$ cat config.mk
export PLATFORM = sky130hd
export DESIGN_NAME = sfmc_top
export DESIGN_NICKNAME = d
export VERILOG_FILES = /design/src/hdl/sfmc_pkg.sv /design/src/hdl/sfmc_sync_if.sv /design/src/hdl/sfmc_sync.sv /design/src/hdl/sfmc_top.sv
export VERILOG_INCLUDE_DIRS = /design/src /design/src/hdl
export SDC_FILE = /design/constraint.sdc
export NUM_CORES = 1
export LEC_CHECK = 0
export ABC_AREA = 1
export BUFFER_PORTS_ARGS = -buffer_cell sky130_fd_sc_hd__clkbuf_2
export CORE_ASPECT_RATIO = 2
export CORE_UTILIZATION = 55
export CTS_CLUSTER_DIAMETER = 200
export DETAILED_ROUTE_END_ITERATION = 10
export HOLD_SLACK_MARGIN = 0.06
export PLACE_DENSITY = 0.84
export SYNTH_ARGS = -nofsm -noshare
export SYNTH_HDL_FRONTEND = slang
export SYNTH_HIERARCHICAL = 1
export SYNTH_SLANG_ARGS = --single-unit
$ cat constraint.sdc
create_clock -name ref_clk -period 4.85 [get_ports ref_clk]
set_clock_uncertainty 0.2 [all_clocks]
set_input_delay 0.485 -clock ref_clk [delete_from_list [all_inputs] [get_ports ref_clk]]
set_output_delay 0.485 -clock ref_clk [all_outputs]
set_load 0.01 [all_outputs]
$ cat src/hdl/sfmc_regs.svh
// Constants for the serial flash mode and control front end.
`ifndef SFMC_REGS_SVH
`define SFMC_REGS_SVH
// Instruction codes.
`define SFMC_OP_WREN 8'h06
`define SFMC_OP_WRDI 8'h04
`define SFMC_OP_WRSR 8'h01
`define SFMC_OP_PP 8'h02
`define SFMC_OP_QPP 8'h32
`define SFMC_OP_SE 8'h20
`define SFMC_OP_BE32 8'h52
`define SFMC_OP_BE64 8'hd8
`define SFMC_OP_CE 8'hc7
`define SFMC_OP_DOR 8'h3b
`define SFMC_OP_DIOR 8'hbb
`define SFMC_OP_DID 8'h92
`define SFMC_OP_QOR 8'h6b
`define SFMC_OP_QIOR 8'heb
`define SFMC_OP_QWR 8'he7
`define SFMC_OP_QID 8'h94
`define SFMC_OP_ENQ 8'h38
`define SFMC_OP_EXQ 8'hff
`define SFMC_OP_RSTEN 8'h66
`define SFMC_OP_RST 8'h99
`define SFMC_OP_DPD 8'hb9
`define SFMC_OP_RDP 8'hab
// Timing, in ns, and cycle counts at 4 ns per cycle.
`define SFMC_CLK_NS 4
`define SFMC_PU_WRITE_DELAY_NS 1000000
`define SFMC_SOFT_CLEAR_NS 30000
`define SFMC_PIN_CLEAR_MIN_NS 1000
`define SFMC_PU_WRITE_CYC (`SFMC_PU_WRITE_DELAY_NS / `SFMC_CLK_NS)
`define SFMC_SOFT_CLEAR_CYC (`SFMC_SOFT_CLEAR_NS / `SFMC_CLK_NS)
`define SFMC_PIN_CLEAR_CYC ((`SFMC_PIN_CLEAR_MIN_NS + `SFMC_CLK_NS - 1) / `SFMC_CLK_NS)
`endif

$ cat src/hdl/sfmc_pkg.sv
// Types shared by the serial flash mode and control front end.
package sfmc_pkg;
    typedef enum logic [1:0] {SFMC_W1, SFMC_W2, SFMC_W4} sfmc_width_t;
endpackage

$ cat src/hdl/sfmc_sync_if.sv
// Synchronised pin levels passed from the synchroniser to the controller.
`timescale 1ns/10ps
interface sfmc_sync_if;
    logic sck;
    logic cs_n;
    logic [3:0] io;
    modport src (output sck, output cs_n, output io);
    modport dst (input sck, input cs_n, input io);
endinterface // sfmc_sync_if

$ cat src/hdl/sfmc_sync.sv
// Two-flop synchronisers for every bus pin.
`timescale 1ns/10ps
module sfmc_sync #(
    parameter int N = 6,
    parameter logic [N-1:0] RST_LEVEL = '1
) (
    input wire logic ref_clk, // Core clock.
    input wire logic arst_n, // Asynchronous reset.
    input wire logic [N-1:0] pins, // Raw pin levels.
    sfmc_sync_if.src syn // Synchronised levels.
);
    logic [N-1:0] s1_ff;
    logic [N-1:0] s2_ff;
    // Each pin resets to the level chosen by the parent, so its edge detector sees no false edge.
    always_ff @(posedge ref_clk or negedge arst_n) begin
        if (!arst_n) begin
            s1_ff <= RST_LEVEL;
            s2_ff <= RST_LEVEL;
        end else begin
            s1_ff <= pins;
            s2_ff <= s1_ff;
        end
    end
    assign syn.sck = s2_ff[0];
    assign syn.cs_n = s2_ff[1];
    assign syn.io = s2_ff[5:2];
endmodule // sfmc_sync

$ cat src/hdl/sfmc_top.sv
// Mode, select, pause, reset and write-enable control of a serial flash front end.
`timescale 1ns/10ps
`include "sfmc_regs.svh"
module sfmc_top #(
    parameter int PU_WRITE_CYC = `SFMC_PU_WRITE_CYC,
    parameter int SOFT_CLEAR_CYC = `SFMC_SOFT_CLEAR_CYC
) (
    input wire logic ref_clk, // Core clock, 250 MHz.
    input wire logic arst_n, // Power-on reset, active low.
    input wire logic sck, // Bus clock pin.
    input wire logic cs_n, // Chip select pin.
    input wire logic [3:0] io_in, // Data line levels.
    output logic [3:0] io_out, // Data line drive values.
    output logic [3:0] io_oe_n, // Data line enables, low drives.
    input wire logic quad_enable, // Non-volatile quad enable.
    input wire logic pause_or_clear_select, // 1: line 3 is pin reset.
    input wire logic srp0, // Hardware status protection configured.
    input wire logic srp1, // Status lock-down configured.
    input wire logic area_hit, // Addressed area lies in area_guard_bits range.
    input wire logic write_busy, // Internal write cycle running.
    input wire logic [7:0] tx_byte, // Read data byte to send.
    output logic [7:0] opcode, // Last accepted instruction.
    output logic op_strobe, // Pulse when an instruction is accepted.
    output logic write_go, // Pulse: permitted program/erase/status write.
    output logic write_latch, // Write enable latch.
    output logic four_wire_instruction_mode, // Instruction mode flag.
    output logic paused, // Pause in effect.
    output logic deep_down, // Deep power-down state.
    output logic standby, // Standby state.
    output logic selected, // Active selected state.
    output logic busy_reset // Reset in progress.
);
    sfmc_sync_if syn ();
    logic [7:0] sr_ff;
    logic [3:0] bitcnt_ff;
    logic sck_d_ff, cs_d_ff, armed_ff, pause_ff, qpi_ff, wel_ff, dpd_ff, rsten_ff, done_ff;
    logic pin_rst_ff, op_ff_v, go_ff, busy_ff;
    logic [7:0] op_ff;
    logic [31:0] pu_cnt_ff, rst_cnt_ff, pin_cnt_ff;
    logic [3:0] out_ff;
    sfmc_pkg::sfmc_width_t wmode_ff;

    // Chip select resets low: a select held low through power-up then shows no falling edge.
    // The price is that a select high at power-up is seen low for two cycles, which is harmless.
    sfmc_sync #(.N(6), .RST_LEVEL(6'h3d)) u_sync (
        .ref_clk(ref_clk),
        .arst_n(arst_n),
        .pins({io_in, cs_n, sck}),
        .syn(syn)
    );

    // Four-line reads; quad page program is decoded with the write class.
    function automatic logic quad_read(input logic [7:0] c);
        return c == `SFMC_OP_QOR || c == `SFMC_OP_QIOR || c == `SFMC_OP_QWR || c == `SFMC_OP_QID;
    endfunction

    // =====================================================================
    // Edge detection on synchronised levels.
    wire rise = syn.sck && !sck_d_ff;
    wire fall = !syn.sck && sck_d_ff;
    wire cs_fall = !syn.cs_n && cs_d_ff;
    wire pin_ctl = !quad_enable;
    wire pause_en = pin_ctl && !pause_or_clear_select;
    wire clear_en = pin_ctl && pause_or_clear_select;
    wire clear_low = clear_en && !syn.io[3];
    wire clear_fire = clear_low && pin_cnt_ff >= `SFMC_PIN_CLEAR_CYC - 1;
    wire pu_done = pu_cnt_ff >= PU_WRITE_CYC;
    wire live = armed_ff && !syn.cs_n && !pause_ff && !busy_ff && !clear_low;
    wire [7:0] nxt_sr = qpi_ff ? {sr_ff[3:0], syn.io} : {sr_ff[6:0], syn.io[0]};
    // The counter counts bus clocks, so four-wire mode ends after its second clock.
    wire [3:0] last_bit = qpi_ff ? 4'd1 : 4'd7;
    wire op_done = live && rise && !done_ff && bitcnt_ff == last_bit;
    wire hw_lock = (srp0 && !srp1 && !syn.io[2] && pin_ctl) || srp1;
    // Decode of the instruction just completed.
    wire is_wren = nxt_sr == `SFMC_OP_WREN;
    wire is_wrsr = nxt_sr == `SFMC_OP_WRSR;
    wire is_pgm = nxt_sr == `SFMC_OP_PP || (nxt_sr == `SFMC_OP_QPP && quad_enable);
    wire is_ers = nxt_sr == `SFMC_OP_SE || nxt_sr == `SFMC_OP_BE32 || nxt_sr == `SFMC_OP_BE64
        || nxt_sr == `SFMC_OP_CE;
    wire is_dual = nxt_sr == `SFMC_OP_DOR || nxt_sr == `SFMC_OP_DIOR || nxt_sr == `SFMC_OP_DID;
    wire is_quad = quad_enable && quad_read(nxt_sr);
    // Quad instructions and the four-wire entry are dropped without quad_enable.
    wire quad_refused = !quad_enable && (quad_read(nxt_sr) || nxt_sr == `SFMC_OP_QPP
        || nxt_sr == `SFMC_OP_ENQ);
    wire is_wr_cls = is_wren || is_wrsr || is_pgm || is_ers;
    wire dpd_block = dpd_ff && nxt_sr != `SFMC_OP_RDP;
    wire accept = op_done && !dpd_block && !quad_refused && !(is_wr_cls && !pu_done);
    wire wr_ok = wel_ff && (is_wrsr ? !hw_lock : !area_hit);
    wire soft_rst = accept && rsten_ff && nxt_sr == `SFMC_OP_RST;
    wire drive = !syn.cs_n && !pause_ff && wmode_ff != sfmc_pkg::SFMC_W1;

    // =====================================================================
    // Bus-side state: select, pause and instruction shift.
    always_ff @(posedge ref_clk or negedge arst_n) begin
        if (!arst_n) begin
            sck_d_ff <= 1'b1;
            cs_d_ff <= 1'b0;
            armed_ff <= 1'b0;
            pause_ff <= 1'b0;
            sr_ff <= 8'h00;
            bitcnt_ff <= 4'h0;
            done_ff <= 1'b0;
        end else begin
            sck_d_ff <= syn.sck;
            cs_d_ff <= syn.cs_n;
            if (cs_fall) begin
                armed_ff <= 1'b1;
            end
            // Pause edges are only honoured with the bus clock low.
            if (!pause_en || syn.cs_n) begin
                pause_ff <= 1'b0;
            end else if (!syn.sck) begin
                pause_ff <= !syn.io[3];
            end
            if (syn.cs_n || pin_rst_ff || busy_ff || soft_rst) begin
                bitcnt_ff <= 4'h0;
                done_ff <= 1'b0;
                sr_ff <= 8'h00;
            end else if (live && rise && !done_ff) begin
                sr_ff <= nxt_sr;
                bitcnt_ff <= op_done ? 4'h0 : bitcnt_ff + 4'h1;
                done_ff <= op_done;
            end
        end
    end

    // =====================================================================
    // Device state: modes, latch, power-up and reset timers.
    always_ff @(posedge ref_clk or negedge arst_n) begin
        if (!arst_n) begin
            qpi_ff <= 1'b0;
            wel_ff <= 1'b0;
            dpd_ff <= 1'b0;
            rsten_ff <= 1'b0;
            op_ff <= 8'h00;
            op_ff_v <= 1'b0;
            go_ff <= 1'b0;
            wmode_ff <= sfmc_pkg::SFMC_W1;
            busy_ff <= 1'b0;
            pin_rst_ff <= 1'b0;
            pu_cnt_ff <= 32'h0;
            rst_cnt_ff <= 32'h0;
            pin_cnt_ff <= 32'h0;
        end else begin
            op_ff_v <= accept;
            go_ff <= 1'b0;
            // The reset instruction is reported as well, so the opcode follows every accept pulse.
            if (accept) begin
                op_ff <= nxt_sr;
            end
            if (!pu_done) begin
                pu_cnt_ff <= pu_cnt_ff + 32'h1;
            end
            pin_cnt_ff <= clear_low ? pin_cnt_ff + 32'h1 : 32'h0;
            pin_rst_ff <= clear_fire || (pin_rst_ff && clear_low);
            if (syn.cs_n) begin
                wmode_ff <= sfmc_pkg::SFMC_W1;
            end
            if (clear_fire || pin_rst_ff) begin
                qpi_ff <= 1'b0;
                wel_ff <= 1'b0;
                dpd_ff <= 1'b0;
                rsten_ff <= 1'b0;
                wmode_ff <= sfmc_pkg::SFMC_W1;
                busy_ff <= 1'b0;
            end else if (busy_ff) begin
                rst_cnt_ff <= rst_cnt_ff + 32'h1;
                if (rst_cnt_ff >= SOFT_CLEAR_CYC - 1) begin
                    busy_ff <= 1'b0;
                end
            end else if (soft_rst) begin
                qpi_ff <= 1'b0;
                wel_ff <= 1'b0;
                dpd_ff <= 1'b0;
                rsten_ff <= 1'b0;
                busy_ff <= 1'b1;
                rst_cnt_ff <= 32'h0;
            end else if (accept) begin
                rsten_ff <= nxt_sr == `SFMC_OP_RSTEN;
                if (nxt_sr == `SFMC_OP_ENQ && quad_enable) begin
                    qpi_ff <= 1'b1;
                end
                if (nxt_sr == `SFMC_OP_EXQ) begin
                    qpi_ff <= 1'b0;
                end
                if (nxt_sr == `SFMC_OP_DPD) begin
                    dpd_ff <= 1'b1;
                end
                if (nxt_sr == `SFMC_OP_RDP) begin
                    dpd_ff <= 1'b0;
                end
                if (is_wren) begin
                    wel_ff <= 1'b1;
                end
                if (nxt_sr == `SFMC_OP_WRDI || is_wrsr || is_pgm || is_ers) begin
                    wel_ff <= 1'b0;
                end
                go_ff <= (is_wrsr || is_pgm || is_ers) && wr_ok;
                // In four-wire mode only reads turn the lines round; writes keep taking data in.
                if (is_quad || (qpi_ff && is_dual)) begin
                    wmode_ff <= sfmc_pkg::SFMC_W4;
                end else if (is_dual) begin
                    wmode_ff <= sfmc_pkg::SFMC_W2;
                end else begin
                    wmode_ff <= sfmc_pkg::SFMC_W1;
                end
            end
        end
    end

    // =====================================================================
    // Output data changes on the falling bus clock edge.
    always_ff @(posedge ref_clk or negedge arst_n) begin
        if (!arst_n) begin
            out_ff <= 4'h0;
        end else if (fall && !pause_ff) begin
            out_ff <= wmode_ff == sfmc_pkg::SFMC_W4 ? tx_byte[7:4] : {2'b00, tx_byte[7:6]};
        end
    end

    // Line 1 carries serial output; enables follow the transfer width.
    assign io_out = out_ff;
    // Serial output on line 1 is kept off in four-wire mode, where the host may still drive it.
    assign io_oe_n[0] = !drive;
    assign io_oe_n[1] = !drive && !(live && done_ff && !qpi_ff);
    assign io_oe_n[3:2] = drive && wmode_ff == sfmc_pkg::SFMC_W4 ? 2'b00 : 2'b11;
    assign opcode = op_ff;
    assign op_strobe = op_ff_v;
    assign write_go = go_ff;
    assign write_latch = wel_ff;
    assign four_wire_instruction_mode = qpi_ff;
    assign paused = pause_ff;
    assign deep_down = dpd_ff;
    assign selected = armed_ff && !syn.cs_n;
    assign standby = syn.cs_n && !write_busy && !busy_ff;
    assign busy_reset = busy_ff || pin_rst_ff;
endmodule // sfmc_top

Yosys cells after proc, flatten, opt, wreduce, memory -nomap -nowiden
Index checks and enable logic that the tools add are counted.
{ "classes": {"reduce_logical": 104, "n_lt_le_gt_ge": 3, "n_addsub": 4, "n_eq_ne": 27, "n_bitwise": 1, "mux": 54} }
{ "op_table": {"columns": ["operator", "n"], "rows": [
  ["32-bit by 1-bit adder with 32-bit output, second input constant", 3],
  ["32-bit two-way mux", 3],
  ["8-bit == test, second input constant", 11],
  ["1-bit logical AND", 41],
  ["1-bit two-way mux", 36],
  ["8-bit by 6-bit == test with 1-bit output, second input constant", 4],
  ["32-bit by 13-bit >= comparator with 1-bit output, second input constant", 1],
  ["32-bit by 18-bit >= comparator with 1-bit output, second input constant", 1],
  ["32-bit by 8-bit >= comparator with 1-bit output, second input constant", 1],
  ["1-bit logical OR", 28],
  ["8-bit by 7-bit == test with 1-bit output, second input constant", 3],
  ["1-bit zero test", 23],
  ["8-bit by 3-bit == test with 1-bit output, second input constant", 2],
  ["4-bit two-way mux", 4],
  ["2-bit two-way mux", 7],
  ["7-bit two-way mux", 2],
  ["4-bit nonzero test", 3],
  ["3-bit AND reduction", 3],
  ["8-bit by 1-bit == test with 1-bit output, second input constant", 1],
  ["8-bit by 2-bit == test with 1-bit output, second input constant", 1],
  ["8-bit two-way mux", 1],
  ["8-bit != test, second input constant", 1],
  ["2-bit nonzero test", 3],
  ["4-bit by 1-bit adder with 4-bit output, second input constant", 1],
  ["8 further kinds", 9]
]} }
{ "word_totals": {"input_bits": 22, "word_cells": 216, "output_inout_bits": 25, "regBits": 146} }

Logic depth before layout (Yosys ltp)
{ "depth": {"depth_word": 16, "ltp_mapped": 17, "mapped_depth_nobuf": 16} }

Hierarchy
The synthesis kept the hierarchy.
{ "by_module_without_submodules": {"columns": ["module", "area_each_um2", "cells_each", "seq_area_each_um2", "instances"], "rows": [
  ["sfmc_top", 7445.9, 1016, 3354.5, 1],
  ["sfmc_sync", 312.8, 12, 312.8, 1]
]} }

Worst setup path after synthesis
No wires, ideal clock.
{ "synth_timing": {"path_type": "register to register", "startpoint": "register qpi_ff, in the netlist four_wire_instruction_mode", "endpoint": "register rst_cnt_ff[8]", "n_path_buf": 2, "period_less_slack_ns": 2.238, "t_arrival_ns": 1.905, "t_required_ns": 4.518, "setup_ns": 0.132, "stages_incl_launch_ff": 15, "setup_slack_ns": 2.612, "path_cell_list": "dfrtp_1 -> inv_2 -> buf_2 -> nand2_1 -> nand2_1 -> nand2_1 -> nor3_1 -> nand2_1 -> nand2_1 -> nand2_1 -> a21oi_2 -> nand4_2 -> buf_2 -> nand3_1 -> o21ai_1"} }
{ "synth_via": {"elab_chain_len": 15, "word_cells_on_any_way": 45, "classes_between": "eq/ne: 16; mux: 2; reduce/logical: 27"} }
{ "synth_rtl": {"columns": ["item", "line", "rtl"], "rows": [
  ["from (decl)", "sfmc_top.sv:36", "logic sck_d_ff, cs_d_ff, armed_ff, pause_ff, qpi_ff, wel_ff, dpd_ff, rsten_ff, done_ff;"],
  ["from (signal assigned)", "sfmc_top.sv:131", "qpi_ff <= 1'b0;"],
  ["from (signal assigned)", "sfmc_top.sv:160", "qpi_ff <= 1'b0;"],
  ["from (signal assigned)", "sfmc_top.sv:172", "qpi_ff <= 1'b0;"],
  ["8-bit two-way mux", "sfmc_top.sv:69", "wire [7:0] nxt_sr = qpi_ff ? {sr_ff[3:0], syn.io} : {sr_ff[6:0], syn.io[0]};"],
  ["8-bit by 7-bit == test with 1-bit output (no line) or 8-bit == test (tied branches)", null, null],
  ["1-bit logical OR (no line) (5 in a row)", null, null],
  ["1-bit logical AND", "sfmc_top.sv:83", "wire quad_refused = !quad_enable && (quad_read(nxt_sr) || nxt_sr == `SFMC_OP_QPP"],
  ["1-bit zero test", "sfmc_top.sv:87", "wire accept = op_done && !dpd_block && !quad_refused && !(is_wr_cls && !pu_done);"],
  ["1-bit logical AND (2 in a row)", "sfmc_top.sv:87", null],
  ["1-bit logical AND", "sfmc_top.sv:89", "wire soft_rst = accept && rsten_ff && nxt_sr == `SFMC_OP_RST;"],
  ["1-bit logical AND (no line) *", null, null],
  ["2-bit nonzero test (no line) *", null, null],
  ["2-bit AND reduction (no line) *", null, null],
  ["to (signal assigned)", "sfmc_top.sv:167", "rst_cnt_ff <= rst_cnt_ff + 32'h1;"],
  ["to (decl)", "sfmc_top.sv:39", "logic [31:0] pu_cnt_ff, rst_cnt_ff, pin_cnt_ff;"]
]} }
Every way passes the cells marked *; elsewhere a longest branch is shown, timed or not.
A chain may end at the register's enable or synchronous reset.

Final worst setup path
{ "layout_timing": {"startpoint": "register qpi_ff, in the netlist four_wire_instruction_mode", "endpoint": "register dpd_ff, in the netlist deep_down"} }
{ "layout_via": {"elab_chain_len": 16, "word_cells_on_any_way": 53, "classes_between": "eq/ne: 18; mux: 7; reduce/logical: 28"} }
{ "layout_rtl": {"columns": ["item", "line", "rtl"], "rows": [
  ["8-bit two-way mux", "sfmc_top.sv:69", null],
  ["8-bit by 7-bit == test with 1-bit output (no line) or 8-bit == test (tied branches)", null, null],
  ["1-bit logical OR (no line) (5 in a row)", null, null],
  ["1-bit logical AND", "sfmc_top.sv:83", null],
  ["1-bit zero test", "sfmc_top.sv:87", null],
  ["1-bit logical AND (2 in a row)", "sfmc_top.sv:87", null],
  ["1-bit logical AND", "sfmc_top.sv:89", null],
  ["1-bit logical AND (no line)", null, null],
  ["1-bit two-way mux", "sfmc_top.sv:171", "end else if (soft_rst) begin"],
  ["1-bit two-way mux", "sfmc_top.sv:166", "end else if (busy_ff) begin"],
  ["1-bit two-way mux", "sfmc_top.sv:159", "if (clear_fire || pin_rst_ff) begin"],
  ["to (signal assigned)", "sfmc_top.sv:162", "dpd_ff <= 1'b0;"],
  ["to (signal assigned)", "sfmc_top.sv:174", "dpd_ff <= 1'b0;"],
  ["to (signal assigned)", "sfmc_top.sv:187", "dpd_ff <= 1'b1;"],
  ["to (decl)", "sfmc_top.sv:36", null]
]} }
Several ways; a longest one is shown, not always the timed one. The select of a mux whose other input is x is not followed.

==> metrics.cfg <==
[worst_setup_path]
worstSetupEndpointType=register
worst_ep_required_time_ps=4970
arrival_ps=3310
crit_fanout=24
path_class=reg2reg
cp-start-kind=register

[synth]
synthAdderAreaFrac_pct=1.129
avgSynthCellArea_um2=7.547
seq_area_frac_synth_pct=47.27
synth_area_um2=7759
synth_ff_type=dfrtp_1
synth_cells=1028
synth_simple_gate_area_share_pct=30.75
synth_edf_count=0
synth_cell_type_count=43
ys_seq_elements=146
synth_compound_area_share_pct=9.047
post_synth_xor_area_fraction_pct=3.725
syn_nets=1057
muxShareOfSynthArea_pct=0
yosys_warnings=6
synth_top_family_by_area=simple AND/OR/NAND/NOR gates
async_flop_share_pct=100.0

[route]
top_layer=met4
vias_per_cell=5.421
wl_met2_um=9473
vias=6890
wl_met3_um=655
drtPass1Iterations=5
drtAntennaViolNets=0
drt-initial-drc-count=438
totalWireLength_um=17580
drcViolationCount=0
wl_per_cell_um=13.83
wl_met1_um=6676

[hold_path]
hold_path.class=in2reg

[floorplanning]
design.die.area_um2=14610
pin_count=47
die_y_um=170.0
dieWidth_um=85.99
core-area_um2=13810
rows=61
start_util_pct=56.16

[power]
p_per_area_nw_per_um2=295.3
power_leakage_uw=0.003885
vdd_ir_drop_max_uv=248.3
internal_power_uw=1982
switching_share_pct=23.35
p_comb_share_pct=3.0
clkPwrFrac_pct=49.1
p_total_uw=2586
switchingPower_uw=603.8
p_seq_share_pct=47.9

[global_routing]
grtUsageTotal_pct=25.79
grt-ovfl-total=0
grt_max_degree=72
grt_antenna_before_repair=0
grt_first_pass_wirelength_um=29640
first_global_vias=6722

[sta]
final.setup.tns_ps=0
finalHoldViolCount=0
period_share_pct=65.75
worst_pin_slew_ps=863.2
final.min_clock_period_ps=3189
timing.final.ws_setup_ps=1661
rsz0062_at_grt=no
maxSlewHeadroom_pct=42.46
setup_violations=0
fmax_mhz=313.6
finalMaxSlewViolations=0

[cells_and_area]
layout_commonest_cell=nand2_1
area_delta_synth_final_pct=12.84
multiInputGateArea_um2=3465
nets=1098
final_cell_mix=nand2_1, nor2_1, dfrtp_1
diodes=0
drive_gt1_share_pct=10.63
fillers=1163
seqCellArea_um2=3667

[placement]
dp_slack_ps=1724
globalplace.congestion=0.8986
io_buffer_count=42
dp_hpwl_um=12630

[clocking]
clkTransAtPathRegs_ps=60
cts.path.max_buffers=2
htreeDepth=4
numCtsBuffers=17
cts_tree=yes
root_buffer=clkbuf_16
post_cts_resized=0
clock_latency_ps=420
cts.sinks=146

[status]
status=complete, no violations

[job]
cap_violations=0

power groups by stage:
stage | clock [µW] | sequential, µW | combinational [µW]
after floorplan | 0 | 1260 | 26.9
after global placement | 0 | 1260 | 72.1
after detailed placement | 0 | 1260 | 73.0
after CTS | 1290 | 1240 | 78.8
after global routing | 1340 | 1240 | 88.5
final | 1270 | 1240 | 76.9
routing by layer:
| metal | vias to the layer above | global-route usage, % |
|---|---|---|
| met5 | - | 0 |
| met4 | 0 | 15.22 |
| met3 | 70 | 3.880 |
| met2 | 201 | 46.89 |
| met1 | 3212 | 27.62 |
| li1 | 3407 | - |
worst paths after layout:
check / start / endpoint / slack (ps) / cells past startpoint
max: four_wire_instruction_mode / deep_down / 1660 / 16
min: tx_byte[6] / io_out[2] / 100 / 3
max reg2reg: four_wire_instruction_mode / deep_down / 1660 / 16
min reg2reg: u_sync/s1_ff[2] / u_sync/s2_ff[2] / 150 / 0
max in group asynchronous: arst_n / write_go / 2940 / 3
min in group asynchronous: arst_n / pin_cnt_ff[9] / 310 / 2
Yosys cell counts (6+ instances only):
master	n	share of area [%]
nand2_1	237	11
nor2_1	142	6.9
dfrtp_1	135	44
inv_1	119	5.8
nand3_1	74	4.8
o21ai_0	43	2.8
nor3_1	38	2.5
a21oi_1	36	2.3
o21ai_1	28	1.8
xor2_1	24	2.7
clkbuf_1	23	1.1
nand4_1	22	1.8
nor4_1	14	1.1
dfstp_2	11	3.7
xnor2_1	9	1.0
ha_1	7	1.1
inv_2	7	0.34
buf_2	6	0.39
worst max-delay path, cell delays in order, from the launching register on:
cell and delay, ps:
dfrtp_1 650, inv_2 370, nand2_1 80, nand2_1 200, nand2_1 140, nor2_2 210
nand3_1 170, nand2_1 100, nor2_1 40, nand2_1 80, nand2_2 110, nand2_2 310
nand2_2 180, nand2_1 100, nand2_1 60, nand2_1 60, inv_1 40
logic make-up after synthesis:
group | Yosys count
xor gates and xnor gates | 33
adders and majority gates | 7
AOI/OAI and AO/OA | 130
and+or+nand+nor | 551
buffers and inverters | 161
DFF | 146
repair_timing:
item | 4_1_cts | 5_1_grt
endpoints found under the hold margin | 39 | 0
hold buffers | 8 | 0
setup endpoints to repair | 0 | 0
setup buffers | 0 | 0
flip-flops by register name, indices dropped and copies added (netlist names), 2 cells and up:
signal        cells
sr_ff             7
rst_cnt_ff       32
opcode            8
pu_cnt_ff        32
u_sync/s2_ff      6
u_sync/s1_ff      6
pin_cnt_ff       32
wmode_ff          2
io_out            4
bitcnt_ff         4
layout make-up:
type                            count  area share [%]
Clock buffer                       19           5.059
Multi-Input combinational cell    721           39.57
Inverter                          127           5.445
Clock inverter                     13           1.429
Tap cell                          189           2.701
Timing Repair Buffer               56           3.902
Sequential cell                   146           41.89
per-stage QoR:
stage | util, % | instances | hold WS [ps] | cell area, µm²
floorplan | - | 1028 | -10.59 | 7759
global placement | 58.68 | 1231 | 146.2 | 8107
detailed placement | 58.68 | 1231 | 147.5 | 8107
CTS | 63.37 | 1271 | 96.92 | 8755
global route | 63.37 | 1271 | 116.6 | 8755
finish | 63.37 | 1271 | 104.1 | 8755
(Power assumes the default switching activity.)
